$ cat src/hw/capture_pkg.sv
// constants and carriers for the bus exception capture block
// assumes a 10 MHz ref_clk and a byte-addressed register port
package capture_pkg;

   localparam int REG_ADDR_W = 12;
   localparam int DATA_W = 32;

   // register byte offsets
   localparam logic [11:0] OFS_VME_ADDR_HI = 12'h260;
   localparam logic [11:0] OFS_VME_ADDR_LO = 12'h264;
   localparam logic [11:0] OFS_VME_ATTR = 12'h268;
   localparam logic [11:0] OFS_PCIX_ADDR_HI = 12'h270;
   localparam logic [11:0] OFS_PCIX_ADDR_LO = 12'h274;
   localparam logic [11:0] OFS_PCIX_ATTR_PHASE = 12'h278;
   localparam logic [11:0] OFS_PCIX_SPLIT_MSG = 12'h27c;
   localparam logic [11:0] OFS_PCIX_CAUSE = 12'h280;
   localparam logic [11:0] OFS_IRQ_STATUS = 12'h290;
   localparam logic [11:0] OFS_IRQ_MASK = 12'h294;

   // status, overflow and clear bit positions on both sides
   localparam int BIT_VALID = 31;
   localparam int BIT_OVF = 30;
   localparam int BIT_CLEAR = 29;

   localparam int VME_ATTR_W = 22;
   localparam int PCIX_CAUSE_W = 18;
   localparam int ADDR_HALF = 32;

   // interrupt status bits
   localparam int IRQ_W = 4;
   localparam int IRQ_VME_CAP = 0;
   localparam int IRQ_VME_OVF = 1;
   localparam int IRQ_PCIX_CAP = 2;
   localparam int IRQ_PCIX_OVF = 3;

   localparam logic [31:0] RST_WORD = 32'h0000_0000;

   // vme attribute word, bits 21:0
   typedef struct packed {
      logic odd_beat_termination;
      logic two_edge_slave_stop;
      logic bus_error;
      logic lword;
      logic write;
      logic iack;
      logic ds1;
      logic ds0;
      logic [5:0] am;
      logic [7:0] xam;
   } vme_attr_t;

   // pcix cause word, bits 17:0
   typedef struct packed {
      logic split_completion_dropped;
      logic unexpected_split_seen;
      logic split_response_timeout_flag;
      logic split_error_message_flag;
      logic master_parity_reported;
      logic parity_error_detected;
      logic retry_limit_exceeded;
      logic got_master_abort;
      logic got_target_abort;
      logic delayed_txn_timeout;
      logic [3:0] byte_enable_attribute;
      logic [3:0] bus_command_capture;
   } pcix_cause_t;

   typedef struct packed {
      logic wr;
      logic rd;
      logic [11:0] addr;
      logic [31:0] wdata;
   } reg_req_t;

   // all bus lines given asserted-high
   typedef struct packed {
      logic master_active;
      logic error_end;
      logic slave_stop;
      logic sst_mode;
      logic last_word_invalid;
      logic odd_beat;
      logic [63:0] addr;
      logic lword;
      logic write;
      logic iack;
      logic ds1;
      logic ds0;
      logic [5:0] am;
      logic [7:0] xam;
   } vme_event_t;

   typedef struct packed {
      logic error;
      logic [63:0] addr;
      logic [31:0] attr_phase;
      logic [31:0] split_msg;
      pcix_cause_t cause;
   } pcix_event_t;

   typedef struct packed {
      logic [31:0] vme_addr_hi;
      logic [30:0] vme_addr_lo;
      vme_attr_t vme_attr;
      logic vme_valid;
      logic vme_ovf;
      logic [31:0] pcix_addr_hi;
      logic [31:0] pcix_addr_lo;
      logic [31:0] pcix_attr_phase;
      logic [31:0] pcix_split;
      pcix_cause_t pcix_cause;
      logic pcix_valid;
      logic pcix_ovf;
      logic [31:0] rd_data;
   } capture_state_t;

   typedef struct packed {
      logic [3:0] status;
      logic [3:0] mask;
      logic irq;
   } irq_state_t;

endpackage : capture_pkg

$ cat src/hw/irq_status_unit.sv
// sticky event status, mask and level interrupt for the capture block
// assumes set pulses and write strobes synchronous to ref_clk
`timescale 1ns/1ps
module irq_status_unit (
   input wire logic ref_clk,
   input wire logic arst_n,
   input wire logic ce,
   input wire logic [3:0] event_set,
   input wire logic wr_status,
   input wire logic wr_mask,
   input wire logic [3:0] wdata,
   output logic [3:0] status_reg,
   output logic [3:0] mask_reg,
   output logic irq_reg
);
   capture_pkg::irq_state_t st_reg;
   capture_pkg::irq_state_t st_next;

   always_comb begin
      st_next = st_reg;
      // write one clears, a new event in the same cycle wins
      if (wr_status) begin
         st_next.status = st_reg.status & ~wdata;
      end
      st_next.status = st_next.status | event_set;
      if (wr_mask) begin
         st_next.mask = wdata;
      end
      st_next.irq = |(st_next.status & st_next.mask);
   end

   always_ff @(posedge ref_clk or negedge arst_n) begin
      if (!arst_n) begin
         st_reg <= '0;
      end else if (ce) begin
         st_reg <= st_next;
      end
   end

   assign status_reg = st_reg.status;
   assign mask_reg = st_reg.mask;
   assign irq_reg = st_reg.irq;

endmodule : irq_status_unit

$ cat src/hw/bus_exception_capture.sv
// capture of vme exception and pcix bus error diagnostics
// assumes event inputs synchronous to ref_clk, one cycle per event
`timescale 1ns/1ps

module bus_exception_capture (
   input wire logic ref_clk,
   input wire logic arst_n,
   input wire logic ce,
   input wire capture_pkg::reg_req_t bus_req,
   input wire capture_pkg::vme_event_t vme_in,
   input wire capture_pkg::pcix_event_t pcix_in,
   output logic [31:0] rd_data_reg,
   output logic irq_reg
);
   capture_pkg::capture_state_t st_reg;
   capture_pkg::capture_state_t st_next;

   logic vme_slv_2evme;
   logic vme_lwi;
   logic vme_exc;
   logic vme_clr;
   logic vme_fire;
   logic vme_ovf_evt;
   logic pcix_clr;
   logic pcix_fire;
   logic pcix_ovf_evt;
   logic wr_irq_status;
   logic wr_irq_mask;
   logic [3:0] irq_status;
   logic [3:0] irq_mask;
   logic [3:0] irq_events;

   // exception qualification
   assign vme_slv_2evme = vme_in.slave_stop & ~vme_in.sst_mode;
   assign vme_lwi = vme_in.sst_mode & vme_in.last_word_invalid;
   assign vme_exc = vme_in.master_active &
                    (vme_in.error_end | vme_slv_2evme | vme_lwi);

   // clear strobes; the clear bit itself is never stored
   assign vme_clr = bus_req.wr &&
                    bus_req.addr == capture_pkg::OFS_VME_ATTR &&
                    bus_req.wdata[capture_pkg::BIT_CLEAR];
   assign pcix_clr = bus_req.wr &&
                     bus_req.addr == capture_pkg::OFS_PCIX_CAUSE &&
                     bus_req.wdata[capture_pkg::BIT_CLEAR];

   // a clear in the same cycle as an event frees the slot for it
   assign vme_fire = vme_exc & (~st_reg.vme_valid | vme_clr);
   assign vme_ovf_evt = vme_exc & ~vme_fire;
   assign pcix_fire = pcix_in.error & (~st_reg.pcix_valid | pcix_clr);
   assign pcix_ovf_evt = pcix_in.error & ~pcix_fire;

   assign wr_irq_status = bus_req.wr &&
                          bus_req.addr == capture_pkg::OFS_IRQ_STATUS;
   assign wr_irq_mask = bus_req.wr &&
                        bus_req.addr == capture_pkg::OFS_IRQ_MASK;

   always_comb begin
      irq_events = '0;
      irq_events[capture_pkg::IRQ_VME_CAP] = vme_fire;
      irq_events[capture_pkg::IRQ_VME_OVF] = vme_ovf_evt;
      irq_events[capture_pkg::IRQ_PCIX_CAP] = pcix_fire;
      irq_events[capture_pkg::IRQ_PCIX_OVF] = pcix_ovf_evt;
   end

   always_comb begin
      st_next = st_reg;
      // vme side
      if (vme_clr) begin
         st_next.vme_valid = 1'b0;
         st_next.vme_ovf = 1'b0;
      end
      if (vme_fire) begin
         st_next.vme_addr_hi = vme_in.addr[63:32];
         st_next.vme_addr_lo = vme_in.addr[31:1];
         st_next.vme_attr.odd_beat_termination = vme_lwi |
            (vme_in.odd_beat & ~vme_in.sst_mode &
             (vme_slv_2evme | vme_in.error_end));
         st_next.vme_attr.two_edge_slave_stop = vme_in.slave_stop;
         st_next.vme_attr.bus_error = vme_in.error_end;
         st_next.vme_attr.lword = vme_in.lword;
         st_next.vme_attr.write = vme_in.write;
         st_next.vme_attr.iack = vme_in.iack;
         st_next.vme_attr.ds1 = vme_in.ds1;
         st_next.vme_attr.ds0 = vme_in.ds0;
         st_next.vme_attr.am = vme_in.am;
         st_next.vme_attr.xam = vme_in.xam;
         st_next.vme_valid = 1'b1;
      end else if (vme_ovf_evt) begin
         st_next.vme_ovf = 1'b1;
      end
      // pcix side
      if (pcix_clr) begin
         st_next.pcix_addr_hi = '0;
         st_next.pcix_addr_lo = '0;
         st_next.pcix_cause = '0;
         st_next.pcix_valid = 1'b0;
         st_next.pcix_ovf = 1'b0;
      end
      if (pcix_fire) begin
         st_next.pcix_addr_hi = pcix_in.addr[63:32];
         st_next.pcix_addr_lo = pcix_in.addr[31:0];
         st_next.pcix_attr_phase = pcix_in.attr_phase;
         st_next.pcix_split = pcix_in.split_msg;
         st_next.pcix_cause = pcix_in.cause;
         st_next.pcix_valid = 1'b1;
      end else if (pcix_ovf_evt) begin
         st_next.pcix_ovf = 1'b1;
      end
      // read port: data stand for one cycle only, unmapped reads zero
      st_next.rd_data = capture_pkg::RST_WORD;
      if (bus_req.rd) begin
         case (bus_req.addr)
            capture_pkg::OFS_VME_ADDR_HI: begin
               st_next.rd_data = st_reg.vme_addr_hi;
            end
            capture_pkg::OFS_VME_ADDR_LO: begin
               st_next.rd_data = {st_reg.vme_addr_lo, 1'b0};
            end
            capture_pkg::OFS_VME_ATTR: begin
               st_next.rd_data[capture_pkg::BIT_VALID] = st_reg.vme_valid;
               st_next.rd_data[capture_pkg::BIT_OVF] = st_reg.vme_ovf;
               st_next.rd_data[capture_pkg::VME_ATTR_W-1:0] =
                  st_reg.vme_attr;
            end
            capture_pkg::OFS_PCIX_ADDR_HI: begin
               st_next.rd_data = st_reg.pcix_addr_hi;
            end
            capture_pkg::OFS_PCIX_ADDR_LO: begin
               st_next.rd_data = st_reg.pcix_addr_lo;
            end
            capture_pkg::OFS_PCIX_ATTR_PHASE: begin
               st_next.rd_data = st_reg.pcix_attr_phase;
            end
            capture_pkg::OFS_PCIX_SPLIT_MSG: begin
               st_next.rd_data = st_reg.pcix_split;
            end
            capture_pkg::OFS_PCIX_CAUSE: begin
               st_next.rd_data[capture_pkg::BIT_VALID] = st_reg.pcix_valid;
               st_next.rd_data[capture_pkg::BIT_OVF] = st_reg.pcix_ovf;
               st_next.rd_data[capture_pkg::PCIX_CAUSE_W-1:0] =
                  st_reg.pcix_cause;
            end
            capture_pkg::OFS_IRQ_STATUS: begin
               st_next.rd_data[capture_pkg::IRQ_W-1:0] = irq_status;
            end
            capture_pkg::OFS_IRQ_MASK: begin
               st_next.rd_data[capture_pkg::IRQ_W-1:0] = irq_mask;
            end
            default: begin
               st_next.rd_data = capture_pkg::RST_WORD;
            end
         endcase
      end
   end

   always_ff @(posedge ref_clk or negedge arst_n) begin
      if (!arst_n) begin
         st_reg <= '0;
      end else if (ce) begin
         st_reg <= st_next;
      end
   end

   assign rd_data_reg = st_reg.rd_data;

   irq_status_unit u_irq (
      .ref_clk(ref_clk),
      .arst_n(arst_n),
      .ce(ce),
      .event_set(irq_events),
      .wr_status(wr_irq_status),
      .wr_mask(wr_irq_mask),
      .wdata(bus_req.wdata[capture_pkg::IRQ_W-1:0]),
      .status_reg(irq_status),
      .mask_reg(irq_mask),
      .irq_reg(irq_reg)
   );

   logic wr_capture_reg;
   assign wr_capture_reg = bus_req.wr &&
      (bus_req.addr == capture_pkg::OFS_VME_ADDR_HI ||
       bus_req.addr == capture_pkg::OFS_PCIX_ADDR_LO);
endmodule : bus_exception_capture

$ cat config.mk
export PLATFORM = sky130hd
export DESIGN_NAME = bus_exception_capture
export DESIGN_NICKNAME = d
export VERILOG_FILES = /design/src/hw/capture_pkg.sv /design/src/hw/irq_status_unit.sv /design/src/hw/bus_exception_capture.sv
export SDC_FILE = /design/constraint.sdc
export NUM_CORES = 1
export LEC_CHECK = 0
export ABC_AREA = 1
export BUFFER_PORTS_ARGS = -buffer_cell sky130_fd_sc_hd__buf_2
export CAP_MARGIN = 25
export CORE_ASPECT_RATIO = 2
export CORE_UTILIZATION = 45
export CTS_CLUSTER_DIAMETER = 150
export DETAILED_ROUTE_END_ITERATION = 10
export HOLD_SLACK_MARGIN = 0.15
export MAX_ROUTING_LAYER = met4
export PLACE_DENSITY = 0.73
export SLEW_MARGIN = 20
export SYNTH_ARGS = -nofsm -noshare
export SYNTH_HDL_FRONTEND = slang
export SYNTH_HIERARCHICAL = 1
export SYNTH_SLANG_ARGS = --single-unit
$ cat constraint.sdc
create_clock -name ref_clk -period 1.8 [get_ports ref_clk]
set_input_delay 0.27 -clock ref_clk [delete_from_list [all_inputs] [get_ports ref_clk]]
set_output_delay 0.27 -clock ref_clk [all_outputs]
set_load 0.005 [all_outputs]
Word-level counts from Yosys, hierarchy flattened --
Cells that the tools add are included.
Storage, ports and cells: register bits after elaboration 276, output and inout bits 33, logic and storage cells 99
Operators by class: eq/ne operators 10, muxes and demuxes 17, bitwise gates (word level) 23, reduce and logical (&&, ||, !) cells 13
Operator list (count):
- two-way mux 147 bit | 1
- == test 12 x 10 -> 1 bit (second input constant) | 10
- one-hot mux 14 bit (8 select lines) | 1
- two-way mux 64 bit | 1
- one-hot mux 8 bit (6 select lines) | 1
- one-hot mux 4 bit (10 select lines) | 1
- two-way mux 32 bit | 1
- one-hot mux 4 bit (7 select lines) | 1
- two-way mux 20 bit | 1
- one-hot mux 2 bit (8 select lines) | 1
- AND 1 bit | 9
- AND 4 bit | 2
- two-way mux 4 bit | 2
- AND reduction 2 bit | 4
- logical AND 1 bit | 6
- two-way mux 1 bit | 5
- inverter 1 bit | 5
- bitwise OR 1 bit | 5
- inverter 4 bit | 1
- bitwise OR 4 bit | 1
- nonzero test 2 bit | 2
- OR reduction 4 bit | 1
- two-way mux 2 bit | 1

Logic depth before layout (Yosys ltp) --
Gate-level depths: netlist of run 1.
word-level depth 11, mapped depth 14, mapped depth without buffers 14

Hierarchy --
Netlist of run 1, hierarchy kept.
By module, submodules not included:
- bus_exception_capture | instances 1, cells each 1739, area an instance 12969.9 µm², sequential area each 6681.4 µm²
- irq_status_unit | instances 1, cells each 64, area an instance 460.4 µm², sequential area each 225.2 µm²

Worst setup path before layout of run 1 --
OpenSTA, ideal clock, no wires.
kind input -> register, start point input port bus_req[38] in the netlist's numbering, end point register u_irq.st_reg, in the netlist u_irq/irq_reg, library setup time 0.117 ns, arrival 1.756 ns, data required time 1.683 ns, slack -0.072 ns, stages 11, path buffers 0, cells stage by stage inv_1 -> nand2_1 -> nor3_1 -> nor3b_1 -> inv_1 -> nand2_1 -> nand2_1 -> nand2_1 -> nand2_1 -> nor2_1 -> nor2_1
Between the ends: elaborated cells on any way between the ends 23, classes of those cells eq/ne (4); mux (2); bitwise (10); reduce/logical (7)
RTL lines:
- from (decl) | RTL line bus_exception_capture.sv:9 | input wire capture_pkg::reg_req_t bus_req,
- == test 12 x 10 -> 1 bit | RTL line bus_exception_capture.sv:56 | bus_req.addr == capture_pkg::OFS_IRQ_MASK;
- logical AND 1 bit | RTL line bus_exception_capture.sv:55 | assign wr_irq_mask = bus_req.wr &&
- via wr_irq_mask | RTL line bus_exception_capture.sv:28 | logic wr_irq_mask;
- two-way mux 4 bit | RTL line irq_status_unit.sv:26 | if (wr_mask) begin
- AND 4 bit | RTL line irq_status_unit.sv:29 | st_next.irq = |(st_next.status & st_next.mask);
- OR reduction 4 bit | RTL line irq_status_unit.sv:29
- to (signal assigned) | RTL line irq_status_unit.sv:36 | st_reg <= st_next;
- to (decl) | RTL line irq_status_unit.sv:16 | capture_pkg::irq_state_t st_reg;
The timed path passes the listed nets, and every way through them passes these cells. A chain may end at the register's enable or synchronous reset.

Worst setup path after layout of run 1 --
start point input port vme_in[86] in the netlist's numbering, end point register st_reg[210] in the netlist's numbering
Between the ends: longest elaborated chain between the ends 6
RTL lines:
- from (decl) | RTL line bus_exception_capture.sv:10 | input wire capture_pkg::vme_event_t vme_in,
- AND 1 bit | RTL line bus_exception_capture.sv:34 | assign vme_slv_2evme = vme_in.slave_stop & ~vme_in.sst_mode;
- bitwise OR 1 bit (2 in series) | RTL line bus_exception_capture.sv:37 | (vme_in.error_end | vme_slv_2evme | vme_lwi);
- AND 1 bit | RTL line bus_exception_capture.sv:36 | assign vme_exc = vme_in.master_active &
- AND 1 bit | RTL line bus_exception_capture.sv:48 | assign vme_fire = vme_exc & (~st_reg.vme_valid | vme_clr);
- AND reduction 2 bit (no source line)
- to (signal assigned) | RTL line bus_exception_capture.sv:161 | st_reg <= st_next;
- to (decl) | RTL line bus_exception_capture.sv:15 | capture_pkg::capture_state_t st_reg;
No other way between the ends.

==> results by group, run 1 <==
Global route
  • First-pass GRT wire length: 85,600 um
  • Antenna violations before repair: 4
  • Grt total ovfl: 0
  • Largest net degree at the start of global routing: 65
  • Aggregate global-route resource usage: 0.400
  • Number of global-route vias before repair: 15,200

Cells and area
  • Area Growth Syn to Fin: 42.4%
  • Util after Layout: 0.651
  • Non-Filler Instances: 2,721
  • Max FFs per register: between 200 and 250
  • Fillers: around 2,400
  • Final net count: roughly 2,600
  • Final instance area: 0.0191 mm^2
  • Share of cells above drive strength 1: 0.199

Clock tree
  • Post-CTS Setup Inserts: 0
  • Htree depth: 1
  • Clock buffer depth: 3
  • Total clock sinks: 276
  • Clk slew on worst S/H paths: about 70 ps
  • CTS tree: done
  • Num CTS Buffers: 26
  • Root Driver: clkbuf_16
  • Clk_lat worst skew: ~560 ps

Drt
  • First-pass DRT Iterations: 6
  • Residual DRC count: 0
  • Routed wire length per instance: 21.3 um
  • Number of routed nets with antenna violations: 0
  • Detailed-route via count: 15,000
  • Detailed-routing wirelength on met1: 18,500 um
  • DR vias/cell: 5.50
  • Routed WL: 57,900 um
  • Met3 Wirelength: between 3000 and 4000 um
  • Uppermost layer routed: met4
  • Initial DRC count: 1,223
  • Met2 wire length: 28,100 um

STA
  • RSZ-0062 raised after global routing: no
  • Fin crit period: about 1700 ps
  • Hold slack: 215 ps
  • Final Hold Fails: 0
  • Tcrit/Tclk final: 0.931
  • Clock skew: 16.5 ps
  • Final worst slack: 124 ps
  • Final setup fails: 0
  • Max Freq: 597 MHz
  • Worst-margin pin slew: 441 ps
  • Setup TNS: 0 ps
  • Slew Limit Fails: 0
  • Worst slew margin: 0.706

Min path
  • Worst Hold Class: in2async

Pwr
  • P_sw: 4.98 mW
  • Worst vdd ir: 791 uV
  • Clk network pwr share: 0.350
  • Internal: 12.5 mW
  • Post-layout power: 17.4 mW
  • Pwr dens: 912 mW/mm^2
  • Seq pwr share: 0.483
  • P_leak: 10.5 nW
  • Logic pwr share: 0.167
  • Sw Share: 0.286

Outcome
  • Status: finished, final reports clean

Synth
  • Netlist cell types: 28
  • Syn nets: 2,088
  • Syn_area_per_cell: 7.45 um^2
  • Mapped Area: 0.0134 mm^2
  • Synth Warn #: 6
  • Number of synthesized register bits: 276
  • Post-synthesis sequential area ratio: 0.514
  • Post-Syn Instances: 1,803

Setup path
  • Worst Path Required: 2290 ps
  • Worst r2r src: st_reg[33]
  • CP Launch Type: input pin
  • Reg-to-reg endpoint: st_reg[46]
  • R2R Setup Slk: 260 ps
  • Worst setup path endpoint: st_reg[210]
  • Arr. time, crit path: 2170 ps
  • Worst Setup SP: vme_in[86]
  • CP Capture Type: flip-flop
  • Reg2reg path depth: 6
  • Crit Path Max Fanout: 31
  • CP Class: in2reg

Floorplan
  • Io pins: 318
  • # rows: 89
  • Core ar.: ~0.029 mm^2
  • Die ar.: between 0.03 and 0.04 mm^2
  • Initial core utilization: 0.457
  • Die width: 124 um
  • Die height: 246 um

Place
  • Final HPWL DP: 37,600 um
  • Placed Instances: 2,429
  • Place WS: -145 ps
  • Placed cell areas: 0.0158 mm^2
  • Port buffer count: 289
  • GP Congestion: 0.983

Job
  • Max-cap violations: 0
==> placed cells by master (no fill, tap or decap), types with 3 or more instances in the layout <==
master,instances
inv_1,66
nor2_4,4
inv_2,9
nor2_2,6
dlygate4sd3_1,239
diode_2,5
bufinv_16,5
clkbuf_16,26
nand3_1,257
buf_12,31
nor2_1,86
inv_6,3
a31oi_1,4
nand2_1,882
clkinv_2,6
o21ai_0,31
o21ai_1,28
buf_4,75
buf_2,287
nand2_2,3
dfrtp_1,276
==> cell usage after synthesis <==
master    count  share of area
nand2_2       2        0.00093
buf_4        51          0.029
buf_1        11         0.0031
a21oi_2       1        0.00065
a21oi_1       2        0.00075
nand2_1     883           0.25
nor3_1        1        0.00037
nor2_2        3         0.0014
nor2_4        3         0.0025
nor2_8        1         0.0015
a31oi_1       4         0.0019
nand4_1       2        0.00093
inv_2        10         0.0028
o21a_1        2         0.0011
nand3_1     257          0.096
o211ai_1      1        0.00056
buf_6         7         0.0059
dfrtp_1     276           0.51
nor3b_1       1        0.00056
buf_2        31          0.012
clkbuf_1     32         0.0089
clkinv_1      2        0.00056
o21ai_0      31          0.012
nor2_1       90          0.025
o21ai_1      28          0.010
o22ai_1       2        0.00093
inv_1        66          0.018
nand3_2       3         0.0022
==> power groups by stage <==
stage | sequential, mW | clock, mW | combinational [mW]
after detailed placement | 8.46 | 0 | 2.40
final | 8.42 | 6.10 | 2.92
after floorplan | 8.23 | 0 | 1.44
after global routing | 8.54 | 6.35 | 3.26
after CTS | 8.36 | 6.11 | 2.83
after global placement | 8.41 | 0 | 2.29
==> critical path, cell delays in order <==
cell and delay, ps:
dlygate4sd3_1 520, buf_2 120, a21oi_1 60, o21ai_0 160, nand2_2 190, a21oi_4 250
buf_12 220, nand3_1 230, nand2_1 120
==> what timing repair did <==
action                                  CTS  global route
gates resized for setup                   0             1
endpoints found under the setup margin    0             3
endpoints found under the hold margin   515             0
hold buffers                            239             0
==> routing by layer <==
metal / up-vias / GRT usage
met2: 834 / 0.629
met1: 7120 / 0.396
met5: - / -
li1: 6675 / -
met4: 0 / 0.427
met3: 337 / 0.0625
==> worst min path at each step <==
stage,depth (start not counted),slack (ps),to
global placement,1,210,st_reg[89]
floorplan,0,-30,rd_data_reg[0]
finish,2,220,st_reg[89]
global route,4,230,st_reg[181]
CTS,5,180,st_reg[203]
detailed placement,1,210,st_reg[89]
==> cells by family (layout without fill, tap and decap cells) <==
logic type / count (synthesis) / in the layout / share of synthesized area
AND/OR/NAND/NOR: 1246 / 1246 / 0.378
other: 0 / 5 / 0
AO/OA/AOI/OAI: 71 / 71 / 0.0279
buffers and inverters: 210 / 759 / 0.0797
flip-flops: 276 / 276 / 0.514
==> layout make-up <==
cell class                      count  area (um^2)  share of cell area
Inverter                           78          295              0.0154
Sequential cell                   276         6910               0.361
Tap cell                          364          455              0.0238
Clock buffer                       30          686              0.0358
Timing Repair Buffer              633         5030               0.263
Clock inverter                     18          246              0.0129
Multi-Input combinational cell   1317         5500               0.287
Antenna cell                        5         12.5            0.000654
(Power assumes the default switching activity.)
==> run 2: changes to the inputs <==
Settings changed: ABC_AREA 1 to unset, CTS_CLUSTER_SIZE set to 10.
==> run 2 against run 1 <==
Effect of this change:
- the flow now finishes with violations (setup timing)
- utilization is 3.4 points higher
- sequential share of layout area is 1.2 points lower
- combinational power is 16% lower
- cell area is 3.3% higher
- clock skew is 6.8 ps higher
- flip-flop and latch count stayed put
- total power is 12% lower
- global-route usage is 4.4 points lower
- via count is 14% lower
- count of clock-buffer cells in the layout is 1 higher
- register-to-register slack worse by 180 ps
- fmax is 11% lower
- highest routed layer unchanged
==> results by group, run 2 <==
Clock tree
  • Clk slew on worst S/H paths: 60 ps (about the same)
  • Clk_lat worst skew: 570 ps (about the same)
  • Root Driver: clkbuf_16
  • Num CTS Buffers: 31 (+19%)
  • Htree depth: 1 (unchanged)
  • CTS tree: done
  • Clock buffer depth: 3 (unchanged)
  • Total clock sinks: 276 (unchanged)

Setup path
  • CP Launch Type: input pin
  • Crit path max-delay family: simple AND/OR/NAND/NOR gates
  • Slowest CP cell: or4_4
  • R2R Setup Slk: 80 ps (-180 ps)
  • CP Capture Type: flip-flop
  • Top cell by count, worst path: buf_6
  • Arr. time, crit path: 2330 ps (+160 ps)
  • Worst r2r src: st_reg[33]
  • Buf/Inv on CP: 4 (+1)
  • Cell breakdown of the critical path: buf_6 -> or4_4 -> o41ai_4 -> and3_4 -> buf_8 -> buf_16 -> buf_6 -> nand2_1 -> o21ai_0
  • CP Class: in2reg
  • CP max stage delay: 550 ps (+30 ps)
  • Reg2reg path depth: 7 (+1)
  • Crit Path Max Fanout: 10 (-68%)
  • Critical Path Stages: 9 (unchanged)
  • Reg-to-reg endpoint: st_reg[118]
  • Worst Path Required: 2260 ps (-30 ps)

Drt
  • Detailed-route via count: 12,900 (-14%)
  • Routed wire length per instance: 25.8 um (+21%)
  • First-pass DRT Iterations: 5 (-1)
  • Initial DRC count: 1,082 (-12%)
  • DR vias/cell: 6.05 (+10%)
  • Residual DRC count: 0 (unchanged)
  • Number of routed nets with antenna violations: 0 (unchanged)
  • Routed WL: 55,100 um (-4.9%)

Synth
  • Share of the synthesized area in the top cell type: 0.524 (+0.00971)
  • Synth top cells by count: 276 x dfrtp_1, 185 x nand2_1, 147 x mux2_2
  • EDFF count, synth: 0 (unchanged)
  • Netlist cell types: 65 (+130%)
  • Syn_area_per_cell: 11.5 um^2 (+55%)
  • Syn nets: 1,429 (-32%)
  • Area contributors post-synth: dfrtp_1 52%, mux2_2 13%, nand2_1 5.3%, o21ai_0 3.7%, buf_4 2.4%
  • Number of synthesized register bits: 276 (unchanged)
  • Most instantiated library cell after synthesis: dfrtp_1
  • Async SR Flop Fraction: 1.00 (unchanged)
  • Synth area leader: dfrtp_1
  • Post-synthesis sequential area ratio: 0.524 (+0.00971)
  • Synth Flop Type: dfrtp_1
  • Synth Warn #: 6 (unchanged)
  • Mapped Area: 0.0132 mm^2 (-1.9%)
  • Post-Syn Instances: 1,144 (-37%)

Floorplan
  • Die width: 123 um (-0.92%)
  • Initial core utilization: 0.457 (about the same)
  • Io pins: 318 (unchanged)
  • Die height: 244 um (-0.92%)
  • # rows: 88 (-1.1%)
  • Die ar.: 0.0300 mm^2 (-1.8%)
  • Core ar.: 0.0288 mm^2 (-1.9%)

Cells and area
  • Leading cell types in the layout, fill and taps excluded: 282 x buf_2, 276 x dfrtp_1, 237 x dlygate4sd3_1
  • Fillers: 1,958 (-18%)
  • Final net count: 2,048 (-22%)
  • Util after Layout: 0.685 (+0.0343)
  • Non-Filler Instances: 2,133 (-22%)
  • Area Growth Syn to Fin: 49.9%
  • Commonest non-fill, non-tap cell in the layout: buf_2
  • Max FFs per register: 235 (unchanged)
  • Share of cells above drive strength 1: 0.393 (+0.193)

STA
  • Setup TNS: -980 ps (-980 ps)
  • Final Hold Fails: 0 (unchanged)
  • Worst slew margin: 0.691 (-0.0148)
  • Final worst slack: -73.7 ps (-198 ps)
  • Max Freq: 534 MHz (-11%)
  • Clock skew: 23.3 ps (+6.80 ps)
  • Tcrit/Tclk final: 1.04 (+0.110)
  • Worst-margin pin slew: 464 ps (+22.3 ps)
  • Final setup fails: 45 (+45)
  • Fin crit period: 1870 ps (+198 ps)
  • Slew Limit Fails: 0 (unchanged)
  • Hold slack: 194 ps (-21.7 ps)
  • RSZ-0062 raised after global routing: yes

Global route
  • Largest net degree at the start of global routing: 55 (-15%)
  • Grt total ovfl: 0 (unchanged)
  • Antenna violations before repair: 10 (+6)
  • First-pass GRT wire length: 76,500 um (-11%)
  • Aggregate global-route resource usage: 0.356 (-0.0436)
  • Number of global-route vias before repair: 13,400 (-12%)

Place
  • GP Congestion: 0.937 (-4.7%)
  • Place WS: -778 ps (-633 ps)
  • Port buffer count: 289 (unchanged)
  • Final HPWL DP: 32,300 um (-14%)
  • Placed Instances: 1,827 (-25%)

Min path
  • Worst Hold Class: in2async

Outcome
  • Failing checks: setup timing
  • Status: finished with violations

Pwr
  • P_leak: 9.27 nW (-12%)
  • Worst vdd ir: 731 uV (-7.6%)
  • Pwr dens: 780 mW/mm^2 (-14%)

Job
  • Max-cap violations: 0 (unchanged)
run 2: cell types whose count changed after synthesis, sizes merged, moves of 27 or more:
cell,previous run,this run
mux2,0,173
nand3,260,17
a22oi,0,27
o21ai,59,98
inv,76,6
nand2,885,186
o2bb2ai,0,29
nor2,97,29
run 2: per-stage QoR:
stage               power (mW)  area [um^2]
global route              15.9        19800
global placement          9.09        15800
floorplan                 8.17        13200
detailed placement        9.18        15800
finish                    15.4        19800
CTS                       15.1        19200
run 2: cell type report:
cell class / count / area (um^2) / share of cell area
Antenna cell: 11 / 27.5 / 0.00139
Clock buffer: 31 / 776 / 0.0393
Clock inverter: 1 / 30.0 / 0.00152
Inverter: 7 / 26.3 / 0.00133
Multi-Input combinational cell: 748 / 5790 / 0.293
Sequential cell: 276 / 6910 / 0.350
Tap cell: 360 / 450 / 0.0228
Timing Repair Buffer: 699 / 5750 / 0.291
run 2: cells by family after synthesis:
kind of cell / share of synthesized area
flops: 0.524
simple gates: 0.0984
buf+inv: 0.0551
compound gates: 0.136
mux: 0.186
run 2: per-layer routing:
metal,share of wire,vias up,global-route usage
met2,0.50,874,0.589
li1,-,5360,-
met3,0.063,330,0.0375
met4,0.096,0,0.267
met1,0.35,6351,0.389
met5,0,-,-
run 2: worst max path at each step:
stage,startpoint,endpoint,slack (ps)
floorplan,bus_req[40],st_reg[100],-510
global placement,bus_req[35],st_reg[184],-790
detailed placement,bus_req[33],st_reg[204],-780
CTS,bus_req[40],st_reg[67],-50
global route,bus_req[33],st_reg[118],-110
finish,bus_req[33],st_reg[118],-70
run 2: timing repair:
action | in CTS | in global routing
endpoints found under the hold margin | 516 | 0
gates cloned | 3 | 16
gates resized for setup | 24 | 53
pin swaps | 1 | 4
hold buffers | 237 | 0
endpoints found under the setup margin | 173 | 156
buffers inserted | 2 | 10
run 2: power breakdown:
part           internal, mW  switching, mW
sequential             6.88          0.453
clock                  3.14           2.47
combinational          1.38           1.08
total                  11.4           4.01
